**config.mk**
```make
export PLATFORM = sky130hd
export DESIGN_NAME = sync_burst_sram_cmd
export DESIGN_NICKNAME = d
export VERILOG_FILES = /design/src/inc/sram_cmd_pkg.sv /design/src/rtl/burst_addr_gen.sv /design/src/rtl/two_entry_buffer.sv /design/src/rtl/sync_burst_sram_cmd.sv
export SDC_FILE = /design/constraint.sdc
export NUM_CORES = 1
export LEC_CHECK = 0
export BUFFER_PORTS_ARGS = -buffer_cell sky130_fd_sc_hd__buf_2
export CORE_ASPECT_RATIO = 0.7
export CORE_MARGIN = 5
export CORE_UTILIZATION = 45
export DETAILED_ROUTE_END_ITERATION = 8
export PLACE_DENSITY_LB_ADDON = 0.08
export SLEW_MARGIN = 40
export SYNTH_ARGS = -nofsm -noshare
export SYNTH_HDL_FRONTEND = slang
export SYNTH_HIERARCHICAL = 1
export SYNTH_SLANG_ARGS = --single-unit
```
**constraint.sdc**
```tcl
create_clock -name SYS_CLK -period 3.2 [get_ports SYS_CLK]
set_input_delay 0.96 -clock SYS_CLK [delete_from_list [all_inputs] [get_ports SYS_CLK]]
set_output_delay 0.96 -clock SYS_CLK [all_outputs]
set_load 0.005 [all_outputs]
```
**src/inc/sram_cmd_pkg.sv**
```systemverilog
package sram_cmd_pkg;

  // ********************************************************
  // Widths
  // ********************************************************
  localparam int ADDR_W = 21;
  localparam int DATA_W = 18;
  localparam int LANE_W = 9;
  localparam int LANES = 2;
  localparam int BURST_W = 2;
  localparam int ROW_W = ADDR_W - BURST_W;
  localparam int BUF_DEPTH = 2;

  // ********************************************************
  // Constants
  // ********************************************************
  localparam logic [BURST_W-1:0] BURST_STEP = 2'h1;
  localparam logic [BURST_W-1:0] BURST_FIRST = 2'h0;
  localparam logic [LANES-1:0] LANES_NONE = 2'h3;
  localparam logic STATIC_PULL = 1'b1;

  // ********************************************************
  // Types
  // ********************************************************
  typedef enum logic [1:0] {BURST_NONE, BURST_READ, BURST_WRITE} burst_kind_e;

  typedef struct packed {
    logic chip_select_low_first;
    logic chip_select_high;
    logic chip_select_low_second;
    logic advance_or_load;
    logic read_not_write;
    logic [LANES-1:0] byte_write_enables_n;
  } cmd_s;

  typedef struct packed {
    logic [ADDR_W-1:0] addr;
    logic [DATA_W-1:0] data;
    logic [LANES-1:0] lanes;
  } wr_beat_s;

  function automatic logic is_selected(input cmd_s c);
    return !c.chip_select_low_first && c.chip_select_high && !c.chip_select_low_second;
  endfunction : is_selected

endpackage : sram_cmd_pkg

```
**src/rtl/burst_addr_gen.sv**
```systemverilog
module burst_addr_gen
  import sram_cmd_pkg::*;
(
  input wire logic [sram_cmd_pkg::BURST_W-1:0] start,
  input wire logic [sram_cmd_pkg::BURST_W-1:0] count,
  input wire logic interleave,
  output logic [sram_cmd_pkg::BURST_W-1:0] cur_low,
  output logic [sram_cmd_pkg::BURST_W-1:0] next_low
);

  logic [BURST_W-1:0] next_count;

  // The count is only two bits, so the fifth beat wraps home.
  assign next_count = BURST_W'(count + BURST_STEP);

  function automatic logic [BURST_W-1:0] order(input logic [BURST_W-1:0] s, input logic [BURST_W-1:0] c,
                                              input logic il);
    // [RL16] Interleaved or linear.
    return il ? (s ^ c) : BURST_W'(s + c);
  endfunction : order

  assign cur_low = order(start, count, interleave);
  assign next_low = order(start, next_count, interleave);

endmodule : burst_addr_gen

```
**src/rtl/two_entry_buffer.sv**
```systemverilog
module two_entry_buffer #(
  parameter int WIDTH = 8,
  parameter int DEPTH = 2
)
(
  input wire logic clk,
  input wire logic rst_b,
  input wire logic in_valid,
  output logic in_ready,
  input wire logic [WIDTH-1:0] in_data,
  output logic out_valid,
  input wire logic out_ready,
  output logic [WIDTH-1:0] out_data
);

  localparam int PW = (DEPTH > 1) ? $clog2(DEPTH) : 1;
  localparam logic [PW:0] FULL = (PW+1)'(DEPTH);

  logic [WIDTH-1:0] mem [DEPTH];
  logic [PW-1:0] wr_ptr;
  logic [PW-1:0] rd_ptr;
  logic [PW:0] fill;
  logic [PW-1:0] next_wr_ptr;
  logic [PW-1:0] next_rd_ptr;
  logic [PW:0] next_fill;
  logic push;
  logic pop;

  function automatic logic [PW-1:0] bump(input logic [PW-1:0] p);
    return (p == PW'(DEPTH - 1)) ? '0 : PW'(p + 1'b1);
  endfunction : bump

  assign in_ready = (fill != FULL);
  assign out_valid = (fill != '0);
  assign out_data = mem[rd_ptr];
  assign push = in_valid && in_ready;
  assign pop = out_valid && out_ready;

  always_comb
  begin
    next_wr_ptr = push ? bump(wr_ptr) : wr_ptr;
    next_rd_ptr = pop ? bump(rd_ptr) : rd_ptr;
    next_fill = fill;
    if (push && !pop)
    begin
      next_fill = (PW+1)'(fill + 1'b1);
    end
    else if (pop && !push)
    begin
      next_fill = (PW+1)'(fill - 1'b1);
    end
  end

  always_ff @(posedge clk or negedge rst_b)
  begin
    if (!rst_b)
    begin
      wr_ptr <= '0;
      rd_ptr <= '0;
      fill <= '0;
    end
    else
    begin
      wr_ptr <= next_wr_ptr;
      rd_ptr <= next_rd_ptr;
      fill <= next_fill;
    end
  end

  // Storage needs no reset: the fill count guards every read.
  always_ff @(posedge clk)
  begin
    if (push)
    begin
      mem[wr_ptr] <= in_data;
    end
  end

endmodule : two_entry_buffer

```
**src/rtl/sync_burst_sram_cmd.sv**
```systemverilog
// How it works
// [RL1] Load with any chip select inactive deselects; bus stays high-impedance.
// [RL2] Selected load with read high loads address and starts a read burst.
// [RL3] Reads while output enable is high keep the bus off but still count.
// [RL4] Selected load, write low, some lane enable low: start a write burst.
// [RL5] All lane enables high on a write beat stores nothing.
// [RL6] Only lanes whose enable is low are written, sampled every beat.
// [RL7] Advance continues the burst type chosen by the loading cycle.
// [RL8] Every advance cycle increments the burst counter, aborts and dummies too.
// [RL9] Two-bit counter; the fifth beat returns to the loaded address.
// [RL10] Clock hold high freezes address and state for that edge.
// [RL11] Held cycles keep a read bus driven, a write bus off, and write nothing; pipelined, a hold right after a read-to-write turnaround drives the bus.
// [RL12] Drivers switch off by themselves on write beats.
// [RL13] Controller may tie output enable low.
// [RL14] All controls sampled at the rising edge; output enable acts asynchronously.
// [RL15] Data drivers are off from power-up until a read.
// [RL16] Order select high interleaves by XOR; low counts linearly modulo four.
// [RL17] Flow select high pipelines the output; low passes it straight through.
// [RL18] Pipelined data follows its address by one clock; flow-through same cycle.
module sync_burst_sram_cmd
  import sram_cmd_pkg::*;
(
  input wire logic SYS_CLK,
  input wire logic RST_B,
  input wire sram_cmd_pkg::cmd_s CMD,
  input wire logic [sram_cmd_pkg::ADDR_W-1:0] ADDR,
  input wire logic CLOCK_HOLD_N,
  input wire logic OUTPUT_ENABLE_N,
  input wire logic BURST_ORDER_SELECT,
  input wire logic FLOW_THROUGH_SELECT_N,
  input wire logic [sram_cmd_pkg::DATA_W-1:0] DATA_IN,
  output logic [sram_cmd_pkg::DATA_W-1:0] DATA_OUT,
  output logic DATA_OE_N,
  output logic WRITE_READY,
  output logic [sram_cmd_pkg::ADDR_W-1:0] MEM_RD_ADDR,
  output logic MEM_RD_EN,
  input wire logic [sram_cmd_pkg::DATA_W-1:0] MEM_RD_DATA,
  output sram_cmd_pkg::wr_beat_s MEM_WR,
  output logic MEM_WR_VALID,
  input wire logic MEM_WR_READY
);

  import sram_cmd_pkg::*;

  // ********************************************************
  // Static strap pins
  // ********************************************************
  logic order_meta;
  logic order_sync;
  logic flow_meta;
  logic flow_sync;

  // Straps float high, so reset leaves both in their pulled-up mode.
  always_ff @(posedge SYS_CLK or negedge RST_B)
  begin
    if (!RST_B)
    begin
      order_meta <= STATIC_PULL;
      order_sync <= STATIC_PULL;
      flow_meta <= STATIC_PULL;
      flow_sync <= STATIC_PULL;
    end
    else
    begin
      order_meta <= BURST_ORDER_SELECT;
      order_sync <= order_meta;
      flow_meta <= FLOW_THROUGH_SELECT_N;
      flow_sync <= flow_meta;
    end
  end

  // ********************************************************
  // Command decode
  // ********************************************************
  logic clk_en;
  logic load;
  logic sel;
  logic any_lane;

  // [RL10] Edge ignored on hold.
  assign clk_en = !CLOCK_HOLD_N;
  // [RL14] Sampled controls.
  assign load = !CMD.advance_or_load;
  assign sel = is_selected(CMD);
  assign any_lane = (CMD.byte_write_enables_n != LANES_NONE);

  // ********************************************************
  // Burst state
  // ********************************************************
  burst_kind_e kind;
  burst_kind_e next_kind;
  logic [ROW_W-1:0] row;
  logic [ROW_W-1:0] next_row;
  logic [BURST_W-1:0] start;
  logic [BURST_W-1:0] next_start;
  logic [BURST_W-1:0] count;
  logic [BURST_W-1:0] next_count;
  logic rd_beat;
  logic next_rd_beat;
  logic [BURST_W-1:0] cur_low;
  logic [BURST_W-1:0] adv_low;
  logic push;
  wr_beat_s beat;
  logic buf_ready;

  burst_addr_gen addr_gen (
    .start(start),
    .count(count),
    .interleave(order_sync),
    .cur_low(cur_low),
    .next_low(adv_low)
  );

  always_comb
  begin
    next_kind = kind;
    next_row = row;
    next_start = start;
    next_count = count;
    next_rd_beat = rd_beat;
    push = 1'b0;
    beat.addr = ADDR;
    beat.data = DATA_IN;
    beat.lanes = ~CMD.byte_write_enables_n;
    if (clk_en)
    begin
      if (load)
      begin
        next_row = ADDR[ADDR_W-1:BURST_W];
        next_start = ADDR[BURST_W-1:0];
        next_count = BURST_FIRST;
        if (!sel)
        begin
          // [RL1] Deselect cycle.
          next_kind = BURST_NONE;
          next_rd_beat = 1'b0;
        end
        else if (CMD.read_not_write)
        begin
          // [RL2] Begin read burst.
          next_kind = BURST_READ;
          next_rd_beat = 1'b1;
        end
        else
        begin
          // [RL4] Begin write burst.
          next_kind = BURST_WRITE;
          next_rd_beat = 1'b0;
          // [RL5] Abort when no lane enabled.
          push = any_lane;
        end
      end
      else
      begin
        // [RL8] Advance on every continue.
        next_count = BURST_W'(count + BURST_STEP);
        beat.addr = {row, adv_low};
        // [RL7] Keep the loaded type.
        unique case (kind)
          BURST_READ:
          begin
            next_rd_beat = 1'b1;
          end
          BURST_WRITE:
          begin
            next_rd_beat = 1'b0;
            // [RL5] Continue abort.
            push = any_lane;
          end
          BURST_NONE:
          begin
            next_rd_beat = 1'b0;
          end
          default:
          begin
            next_kind = BURST_NONE;
            next_rd_beat = 1'b0;
          end
        endcase
      end
    end
  end

  always_ff @(posedge SYS_CLK or negedge RST_B)
  begin
    if (!RST_B)
    begin
      kind <= BURST_NONE;
      row <= '0;
      start <= '0;
      count <= '0;
      rd_beat <= 1'b0;
    end
    else
    begin
      kind <= next_kind;
      row <= next_row;
      start <= next_start;
      count <= next_count;
      rd_beat <= next_rd_beat;
    end
  end

  // [RL9] Address from wrapping counter.
  assign MEM_RD_ADDR = {row, cur_low};
  assign MEM_RD_EN = rd_beat;

  // ********************************************************
  // Write path buffer
  // ********************************************************
  // [RL6] Lane mask rides with each beat.
  two_entry_buffer #(
    .WIDTH($bits(wr_beat_s)),
    .DEPTH(BUF_DEPTH)
  ) wr_buf (
    .clk(SYS_CLK),
    .rst_b(RST_B),
    .in_valid(push),
    .in_ready(buf_ready),
    .in_data(beat),
    .out_valid(MEM_WR_VALID),
    .out_ready(MEM_WR_READY),
    .out_data(MEM_WR)
  );

  // A beat offered while full is dropped, so the controller must watch this.
  assign WRITE_READY = buf_ready;

  // ********************************************************
  // Read output stage
  // ********************************************************
  logic pipe_drive;
  logic next_pipe_drive;
  logic [DATA_W-1:0] pipe_data;
  logic [DATA_W-1:0] next_pipe_data;
  logic drive;
  logic write_now;

  always_comb
  begin
    next_pipe_drive = pipe_drive;
    next_pipe_data = pipe_data;
    // [RL11] Held edge keeps the stage.
    if (clk_en)
    begin
      // [RL18] One clock of latency.
      next_pipe_drive = rd_beat;
      if (rd_beat)
      begin
        next_pipe_data = MEM_RD_DATA;
      end
    end
  end

  always_ff @(posedge SYS_CLK or negedge RST_B)
  begin
    if (!RST_B)
    begin
      pipe_drive <= 1'b0;
      pipe_data <= '0;
    end
    else
    begin
      pipe_drive <= next_pipe_drive;
      pipe_data <= next_pipe_data;
    end
  end

  // [RL12] Write beat on the bus.
  // Write data is taken at the edge of its own command, so the drivers must yield for that whole cycle.
  assign write_now = clk_en && (load ? (sel && !CMD.read_not_write) : (kind == BURST_WRITE));

  // [RL17] Pipelined or flow-through.
  assign drive = !write_now && (flow_sync ? pipe_drive : rd_beat);
  // Flow-through trades a register for latency, so its data comes from the array.
  assign DATA_OUT = flow_sync ? pipe_data : MEM_RD_DATA;
  // [RL3] [RL12] [RL13] [RL15] Output enable gates drivers asynchronously.
  assign DATA_OE_N = !(drive && !OUTPUT_ENABLE_N);
endmodule : sync_burst_sram_cmd

```
# --- After elaboration in Yosys (flattened, before gate mapping) ---
# Memory sizes are Yosys's and may differ from the RTL's.
# Index checks and enable logic that the tools add are counted.
word_totals:
  regBits: 53
  mem_bits_rw: 82
  inputBits: 71
  output_inout_bits: 84
  elab_cells: 85
  mem_count: 1
mem_list:
  columns: ["memory", "words", "word_bits", "read_ports", "rd_ports_with_merged_regs", "write_ports", "line", "rtl"]
  rows:
  - ["wr_buf.mem", 2, 41, 1, 0, 1, "two_entry_buffer.sv:19", "logic [WIDTH-1:0] mem [DEPTH];"]
op_classes:
  addsub: 7
  n_eq_ne: 5
  mux: 27
  bitwise: 5
  n_reduce_logical: 26
ops:
  columns: ["op", "count"]
  rows:
  - ["21-bit two-way mux", 2]
  - ["18-bit two-way mux", 1]
  - ["2-bit two-way mux", 9]
  - ["1-bit two-way mux", 15]
  - ["1-bit logical AND", 10]
  - ["1-bit logical NOT", 9]
  - ["2-bit inequality test, second input constant", 3]
  - ["2-bit AND reduction", 3]
  - ["2-bit by 1-bit adder with 2-bit output, second input constant", 2]
  - ["2-bit adder", 2]
  - ["2-bit nonzero test", 2]
  - ["2-bit XOR", 2]
  - ["3-bit OR reduction", 1]
  - ["1-bit adder, second input constant", 2]
  - ["2-bit by 1-bit == test with 1-bit output, second input constant", 1]
  - ["2-bit == test, second input constant", 1]
  - ["2-bit logical NOT", 1]
  - ["1-bit inverter", 2]
  - ["2-bit inverter", 1]
  - ["2-bit by 1-bit subtractor with 2-bit output, second input constant", 1]

# --- Logic depth before layout (Yosys ltp) ---
# Gate-level depths: netlist (run 1).
depth:
  word_depth: 11
  depth_mapped: 11
  depth_no_buf: 9

# --- Modules after synthesis ---
# Netlist (run 1), hierarchy kept.
by_module_without_submodules:
  columns: ["module", "n_inst", "cells_each", "area_each_um2", "seq_area_each_um2"]
  rows:
  - ["two_entry_buffer", 1, 146, 3355.7, 2562.5]
  - ["sync_burst_sram_cmd", 1, 166, 2374.8, 1231.2]
  - ["burst_addr_gen", 1, 10, 96.3, 0.0]

# --- Worst setup path before layout (run 1) ---
# Ideal clock, no wire load.
synth_path:
  path_type: "input-to-reg"
  from: "input port CLOCK_HOLD_N"
  to: "memory wr_buf/mem[0][0] in the netlist's numbering (enable)"
  setup_ns: 0.439
  t_arrival_ns: 3.492
  required_time_ns: 2.761
  slack_ns: -0.732
  stages: 7
  n_path_buf: 2
  cell_sequence: "and2b_1 -> buf_6 -> buf_8 -> a32oi_1 -> a21oi_1 -> nand2_1 -> nor2_1"
synth_between:
  elab_chain_cells: 4
synth_rtl:
  columns: ["item", "line", "rtl"]
  rows:
  - ["start, declared", "sync_burst_sram_cmd.sv:27", "input wire logic CLOCK_HOLD_N,"]
  - ["1-bit two-way mux", "sync_burst_sram_cmd.sv:125", "if (clk_en)"]
  - ["via push", "sync_burst_sram_cmd.sv:102", "logic push;"]
  - ["1-bit logical AND", "two_entry_buffer.sv:36", "assign push = in_valid && in_ready;"]
  - ["1-bit two-way mux", "two_entry_buffer.sv:73", "if (push)"]
  - ["1-bit two-way mux (implied by the code)", "two_entry_buffer.sv:75", "mem[wr_ptr] <= in_data;"]
  - ["end, declared", "two_entry_buffer.sv:19", null]
# The timed path passes the listed nets, and every way through them passes these cells.

==> impl_metrics.toml, run 1 <==
[outcome]
status = "finished clean"

[clock_network]
cts_buffers = 17
ctsRootBufferMaster = "clkbuf_16"
clkSinkCount = 135
postCtsResizedCells = 0
postCtsSetupRepairBufs = 0
insertion_delay_ns = 0.40
cts_tree = "built"
cts_hold_buf = 0
clk_pin_slew_ns = 0.06
cts_max_path_buffers = 2
htree_levels = 4

[worst_setup_path]
reg2reg_slack_ns = 1.36
endpoint_kind = "output port"
path_class = "reg -> out"
critPathRequiredTime_ns = 2.24
crit_path_start_kind = "register"
rr_worst_depth = 5
r2r-end = "wr_buf/mem[1][40]$_DFFE_PP_"
worstPathMaxFanout = 17
cp-endpoint = "MEM_WR[31]"
reg2reg_from = "kind[0]$_DFFE_PN0P_"
critical_path_arrival_ns = 1.86
worstSetupStartpoint = "wr_buf/rd_ptr$_DFFE_PN0P_"

[sta]
fin_crit_sh_pct = 88.04
fmax_mhz = 354.9
maxSlewViolCount = 0
worst_slack_ns = 0.3826
setup_viol = 0
hold_viol = 0
grt_setup_unrepaired = "no"
skew_ns = 0.008878
tightest_slew_ns = 0.7134
period_needed_ns = 2.817
setup_tns_ns = 0
slew-limit-headroom_pct = 52.44

[synth]
postSynthAreaPerCell_um2 = 18.10
ys_seq_elements = 135
ys_seq_area_share_pct = 65.11
yosysWarnings = 6
synth_fp_nets = 396
yosysUniqueCellTypes = 31
synthCells = 322
mappedNetlistArea_mm2 = 0.005827

[placed_design]
pre_cts_ws_ns = 0.3914
detailed_place_hpwl_um = 8063
port_buffers = 154
place_area_mm2 = 0.006753
gp_congestion = 0.7197

[floorplan]
coreArea_mm2 = 0.01255
chipHeight_um = 105.2
die_w_um = 146.0
io_pins = 155
die_area_mm2 = 0.01536
start_util_pct = 46.43
num_rows = 34

[global_route]
grt_antenna_before_repair = 0
grt_max_degree = 54
grt_overflow = 0
grt_pass1_wl_um = 18280
grtUsageTotal_pct = 15.25
grt_pass1_vias = 3488

[layout]
drive_gt1_share_pct = 64.74
syn2layout_area_growth_pct = 27.10
antenna_cells = 0
postLayoutCellArea_mm2 = 0.007406
nets = 563
n_fill_cell = 972

[route]
viasPerCell = 4.898
met2_wirelength_um = 5359
drc = 0
route.layer.met1.wl_um = 5421
drt_wl_total_um = 11490
drt_pass1_iterations = 4
wl_met3_um = 614
first_iter_violations = 91
ant_nets = 0
wl_per_cell_um = 17.31
dr_total_vias = 3252
top_layer = "met4"

[power]
cellPowerDensity_mw_per_mm2 = 745.5
peakVddDrop_mv = 0.4799
p_leak_nw = 3.192
power_mw = 5.521

[min_path]
whs_path_depth = 0
hold_path.class = "reg -> reg"

[flow_run]
max_cap_violations = 0
==> worst min-delay path by stage <==
stage	startpoint	to
finish	order_meta$_DFF_PN1_	order_sync$_DFF_PN1_
global route	order_meta$_DFF_PN1_	order_sync$_DFF_PN1_
CTS	order_meta$_DFF_PN1_	order_sync$_DFF_PN1_
detailed placement	order_meta$_DFF_PN1_	order_sync$_DFF_PN1_
global placement	flow_meta$_DFF_PN1_	flow_sync$_DFF_PN1_
floorplan	flow_meta$_DFF_PN1_	flow_sync$_DFF_PN1_
==> kinds of logic after synthesis <==
kind of cell / synth area share, %
DFF: 65.11
xor gates and xnor gates: 1.568
adders and majority gates: 0.6443
and+or+nand+nor: 1.976
buffers and inverters: 3.629
AOI/OAI and AO/OA: 0.8804
muxes: 26.20
==> state kept, by name, indices dropped and copies added (netlist names), 2 cells and up <==
register	flops
pipe_data	18
start	2
kind	2
count	2
wr_buf/mem	82
wr_buf/fill	2
row	19
==> cells in the final DEF (no fill, tap or decap), types with 4 or more instances in the layout <==
master     instances
buf_4              6
clkbuf_16         19
dfrtp_1           48
buf_12             4
buf_2            154
nand2_1            8
edfxtp_1          82
inv_1              7
mux2_4            41
mux2_2            80
dfstp_2            4
xnor2_1            4
==> power by group <==
group	total [mW]	leakage [nW]	internal, mW	switching [mW]
Clock	2.09	0.313	1.38	0.706
Combinational	1.21	1.51	0.755	0.455
Sequential	2.23	1.37	2.05	0.175
==> critical path: stages, from the launching register on <==
cell     delay [ns]
dfrtp_2        0.74
buf_12         0.25
mux2_4         0.33
buf_2          0.13
==> cells in the mapped netlist <==
library cell  instances  area (um2)
dfstp_2               4       105.1
or2_1                 1       6.260
buf_2                 3       15.01
nor2b_1               3       18.77
mux2_4               41       615.6
buf_4                 3       22.52
buf_8                 2       30.03
xnor3_1               1       22.52
buf_6                 3       33.78
a21oi_1               3       15.01
a22o_1                1       8.760
xnor2_2               1       16.27
nand2b_1              2       12.51
and3_1                1       6.260
o21ai_0               2       10.01
mux2_2               80       900.9
buf_12                4       80.08
mux2i_1               1       10.01
and2b_1               1       7.510
nor4_1                1       6.260
inv_1                 7       26.28
dfrtp_1              49        1226
a32oi_1               2       17.52
xor2_1                2       17.52
edfxtp_1             82        2462
clkbuf_1              1       3.750
nor4b_1               1       8.760
nand2_1               8       30.03
nor2_1                5       18.77
ha_1                  3       37.54
xnor2_1               4       35.03
==> per-layer routing <==
metal | global-route usage [%] | vias up
li1 | - | 1530
met1 | 20.48 | 1628
met2 | 24.11 | 86
met3 | 5.106 | 8
met4 | 3.826 | 0
met5 | 0 | -
==> final cells by class <==
cell class                 instances  area (um2)  share of cell area (%)
inverter                           7       26.28                  0.3548
sequential                       135        3795                   51.24
timing repair buffer             164       895.9                   12.10
clock inverter                    10       136.4                   1.842
multi-input combinational        164        1833                   24.75
clock buffer                      22       516.7                   6.978
tap                              162       202.7                   2.737
==> stage by stage <==
stage                     util [%]  cells  hold slack [ns]
after floorplan                  -    322           0.3452
after global placement       53.81    632           0.3455
after detailed placement     53.81    632           0.3475
after CTS                    59.01    664           0.3557
after global routing         59.01    664           0.3626
final                        59.01    664           0.3550
Note: power is estimated with default switching activity, not from simulation.
==> run 2, diff against run 1 <==
==> constraint.sdc (replaced) <==
create_clock -name SYS_CLK -period 3.3 [get_ports SYS_CLK]
set_input_delay 0.99 -clock SYS_CLK [delete_from_list [all_inputs] [get_ports SYS_CLK]]
set_output_delay 0.99 -clock SYS_CLK [all_outputs]
set_load 0.005 [all_outputs]
==> impl_metrics.toml, run 2 (same netlist as run 1, synthesis figures left out) <==
[global_route]
grt_pass1_vias = 3618
grt_pass1_wl_um = 19150
grt_antenna_before_repair = 0
grtUsageTotal_pct = 16.07
grt_overflow = 0
grt_max_degree = 31

[sta]
grt_setup_unrepaired = "no"
setup_tns_ns = 0
slew-limit-headroom_pct = 54.55
fmax_mhz = 336.0
period_needed_ns = 2.976
tightest_slew_ns = 0.6818
setup_viol = 0
maxSlewViolCount = 0
skew_ns = 0.006852
hold-worst-slack_ns = 0.3566
hold_viol = 0
fin_crit_sh_pct = 90.20

[route]
drc = 0
ant_nets = 0
drt_pass1_iterations = 4
wl_per_cell_um = 17.64
drt_wl_total_um = 11730
dr_total_vias = 3265
first_iter_violations = 153
viasPerCell = 4.910

[placed_design]
detailed_place_hpwl_um = 8192
port_buffers = 154
gp_congestion = 0.7227

[floorplan]
coreArea_mm2 = 0.01255
die_w_um = 146.0
chipHeight_um = 105.2
io_pins = 155
num_rows = 34
die_area_mm2 = 0.01536
start_util_pct = 46.43

[clock_network]
clkSinkCount = 135
cts_buffers = 17
htree_levels = 4
cts_max_path_buffers = 2
insertion_delay_ns = 0.40
cts_tree = "built"
cts_hold_buf = 0
ctsRootBufferMaster = "clkbuf_16"
postCtsSetupRepairBufs = 0
clk_pin_slew_ns = 0.05
postCtsResizedCells = 0

[layout]
drive_gt1_share_pct = 64.41
layout_common_cells = "154 x buf_2, 82 x edfxtp_1, 80 x mux2_2, 48 x dfrtp_1, 41 x mux2_4"
nets = 564
largest_reg_flops = 82
n_fill_cell = 1009
top_register = "wr_buf/mem"
antenna_cells = 0
final_common_cell = "buf_2"
largestRegisters = "wr_buf/mem: 82 flops, row: 19 flops, pipe_data: 18 flops"
syn2layout_area_growth_pct = 25.17

[worst_setup_path]
critical_path_arrival_ns = 1.99
critPathRequiredTime_ns = 2.31
endpoint_kind = "output port"
crit_path_start_kind = "input pin"
path_class = "in -> out"
worstPathMaxFanout = 12

[power]
peakVddDrop_mv = 0.3877
cellPowerDensity_mw_per_mm2 = 692.3
p_leak_nw = 3.152

[outcome]
status = "finished clean"

[min_path]
hold_path.class = "reg -> reg"

[flow_run]
max_cap_violations = 0
-- run 2: cell count changes in the layout (fill, tap and decap cells not counted), sizes merged --
cell,change
buf,+1
clkinvlp,-1
clkinv,+1
bufinv,-3
clkbuf,+3
-- run 2: path summary, 6_finish.rpt --
check	cells past startpoint	to	from	slack [ns]
min in group asynchronous	1	pipe_data[0]$_DFFE_PN0P_	RST_B	0.62
min reg2reg	0	order_sync$_DFF_PN1_	order_meta$_DFF_PN1_	0.36
max in group asynchronous	2	row[2]$_DFFE_PN0P_	RST_B	1.98
max reg2reg	6	wr_buf/mem[0][24]$_DFFE_PP_	kind[0]$_DFFE_PN0P_	1.48
max	5	DATA_OE_N	CLOCK_HOLD_N	0.32
min	0	order_sync$_DFF_PN1_	order_meta$_DFF_PN1_	0.36
-- run 2: worst max-delay path, stage by stage --
cell     delay (ns)
buf_2          0.20
and2b_1        0.22
a32oi_1        0.34
nand2_1        0.09
buf_2          0.14
-- run 2: cell type report --
class	count	area, um2	share of cell area, %
well taps	162	202.7	2.779
clock inverters	7	41.29	0.5661
inverters	7	26.28	0.3603
clock buffers	25	516.7	7.085
repair buffers	165	878.3	12.04
flip-flops and latches	135	3795	52.03
multi-input cells	164	1833	25.13
-- run 2: where the power goes --
part / switching (mW) / leakage, nW / internal [mW]
combinational: 0.431 / 1.50 / 0.716
clock: 0.662 / 0.275 / 1.08
sequential: 0.169 / 1.37 / 1.99
-- run 2: metal layers --
| layer | up-vias | track usage (%) | wire length (um) |
|---|---|---|---|
| li1 | 1534 | - | - |
| met1 | 1629 | 20.50 | 5238 |
| met2 | 94 | 26.10 | 5749 |
| met3 | 8 | 5.928 | 667 |
| met4 | 0 | 4.430 | 76 |
| met5 | - | 0 | 0 |
-- run 2: stage by stage --
| step | util, % | cell area, um2 | total power, mW | worst slack (ns) | cells |
|---|---|---|---|---|---|
| after floorplan | - | 5829 | 2.995 | 0.01705 | 322 |
| final | 58.12 | 7293 | 5.049 | 0.3235 | 665 |
| after CTS | 58.12 | 7293 | 5.131 | 0.3101 | 665 |
| after detailed placement | 53.67 | 6735 | 3.363 | 0.3163 | 633 |
| after global placement | 53.67 | 6735 | 3.339 | 0.3601 | 633 |
| after global routing | 58.12 | 7293 | 5.314 | 0.2483 | 665 |
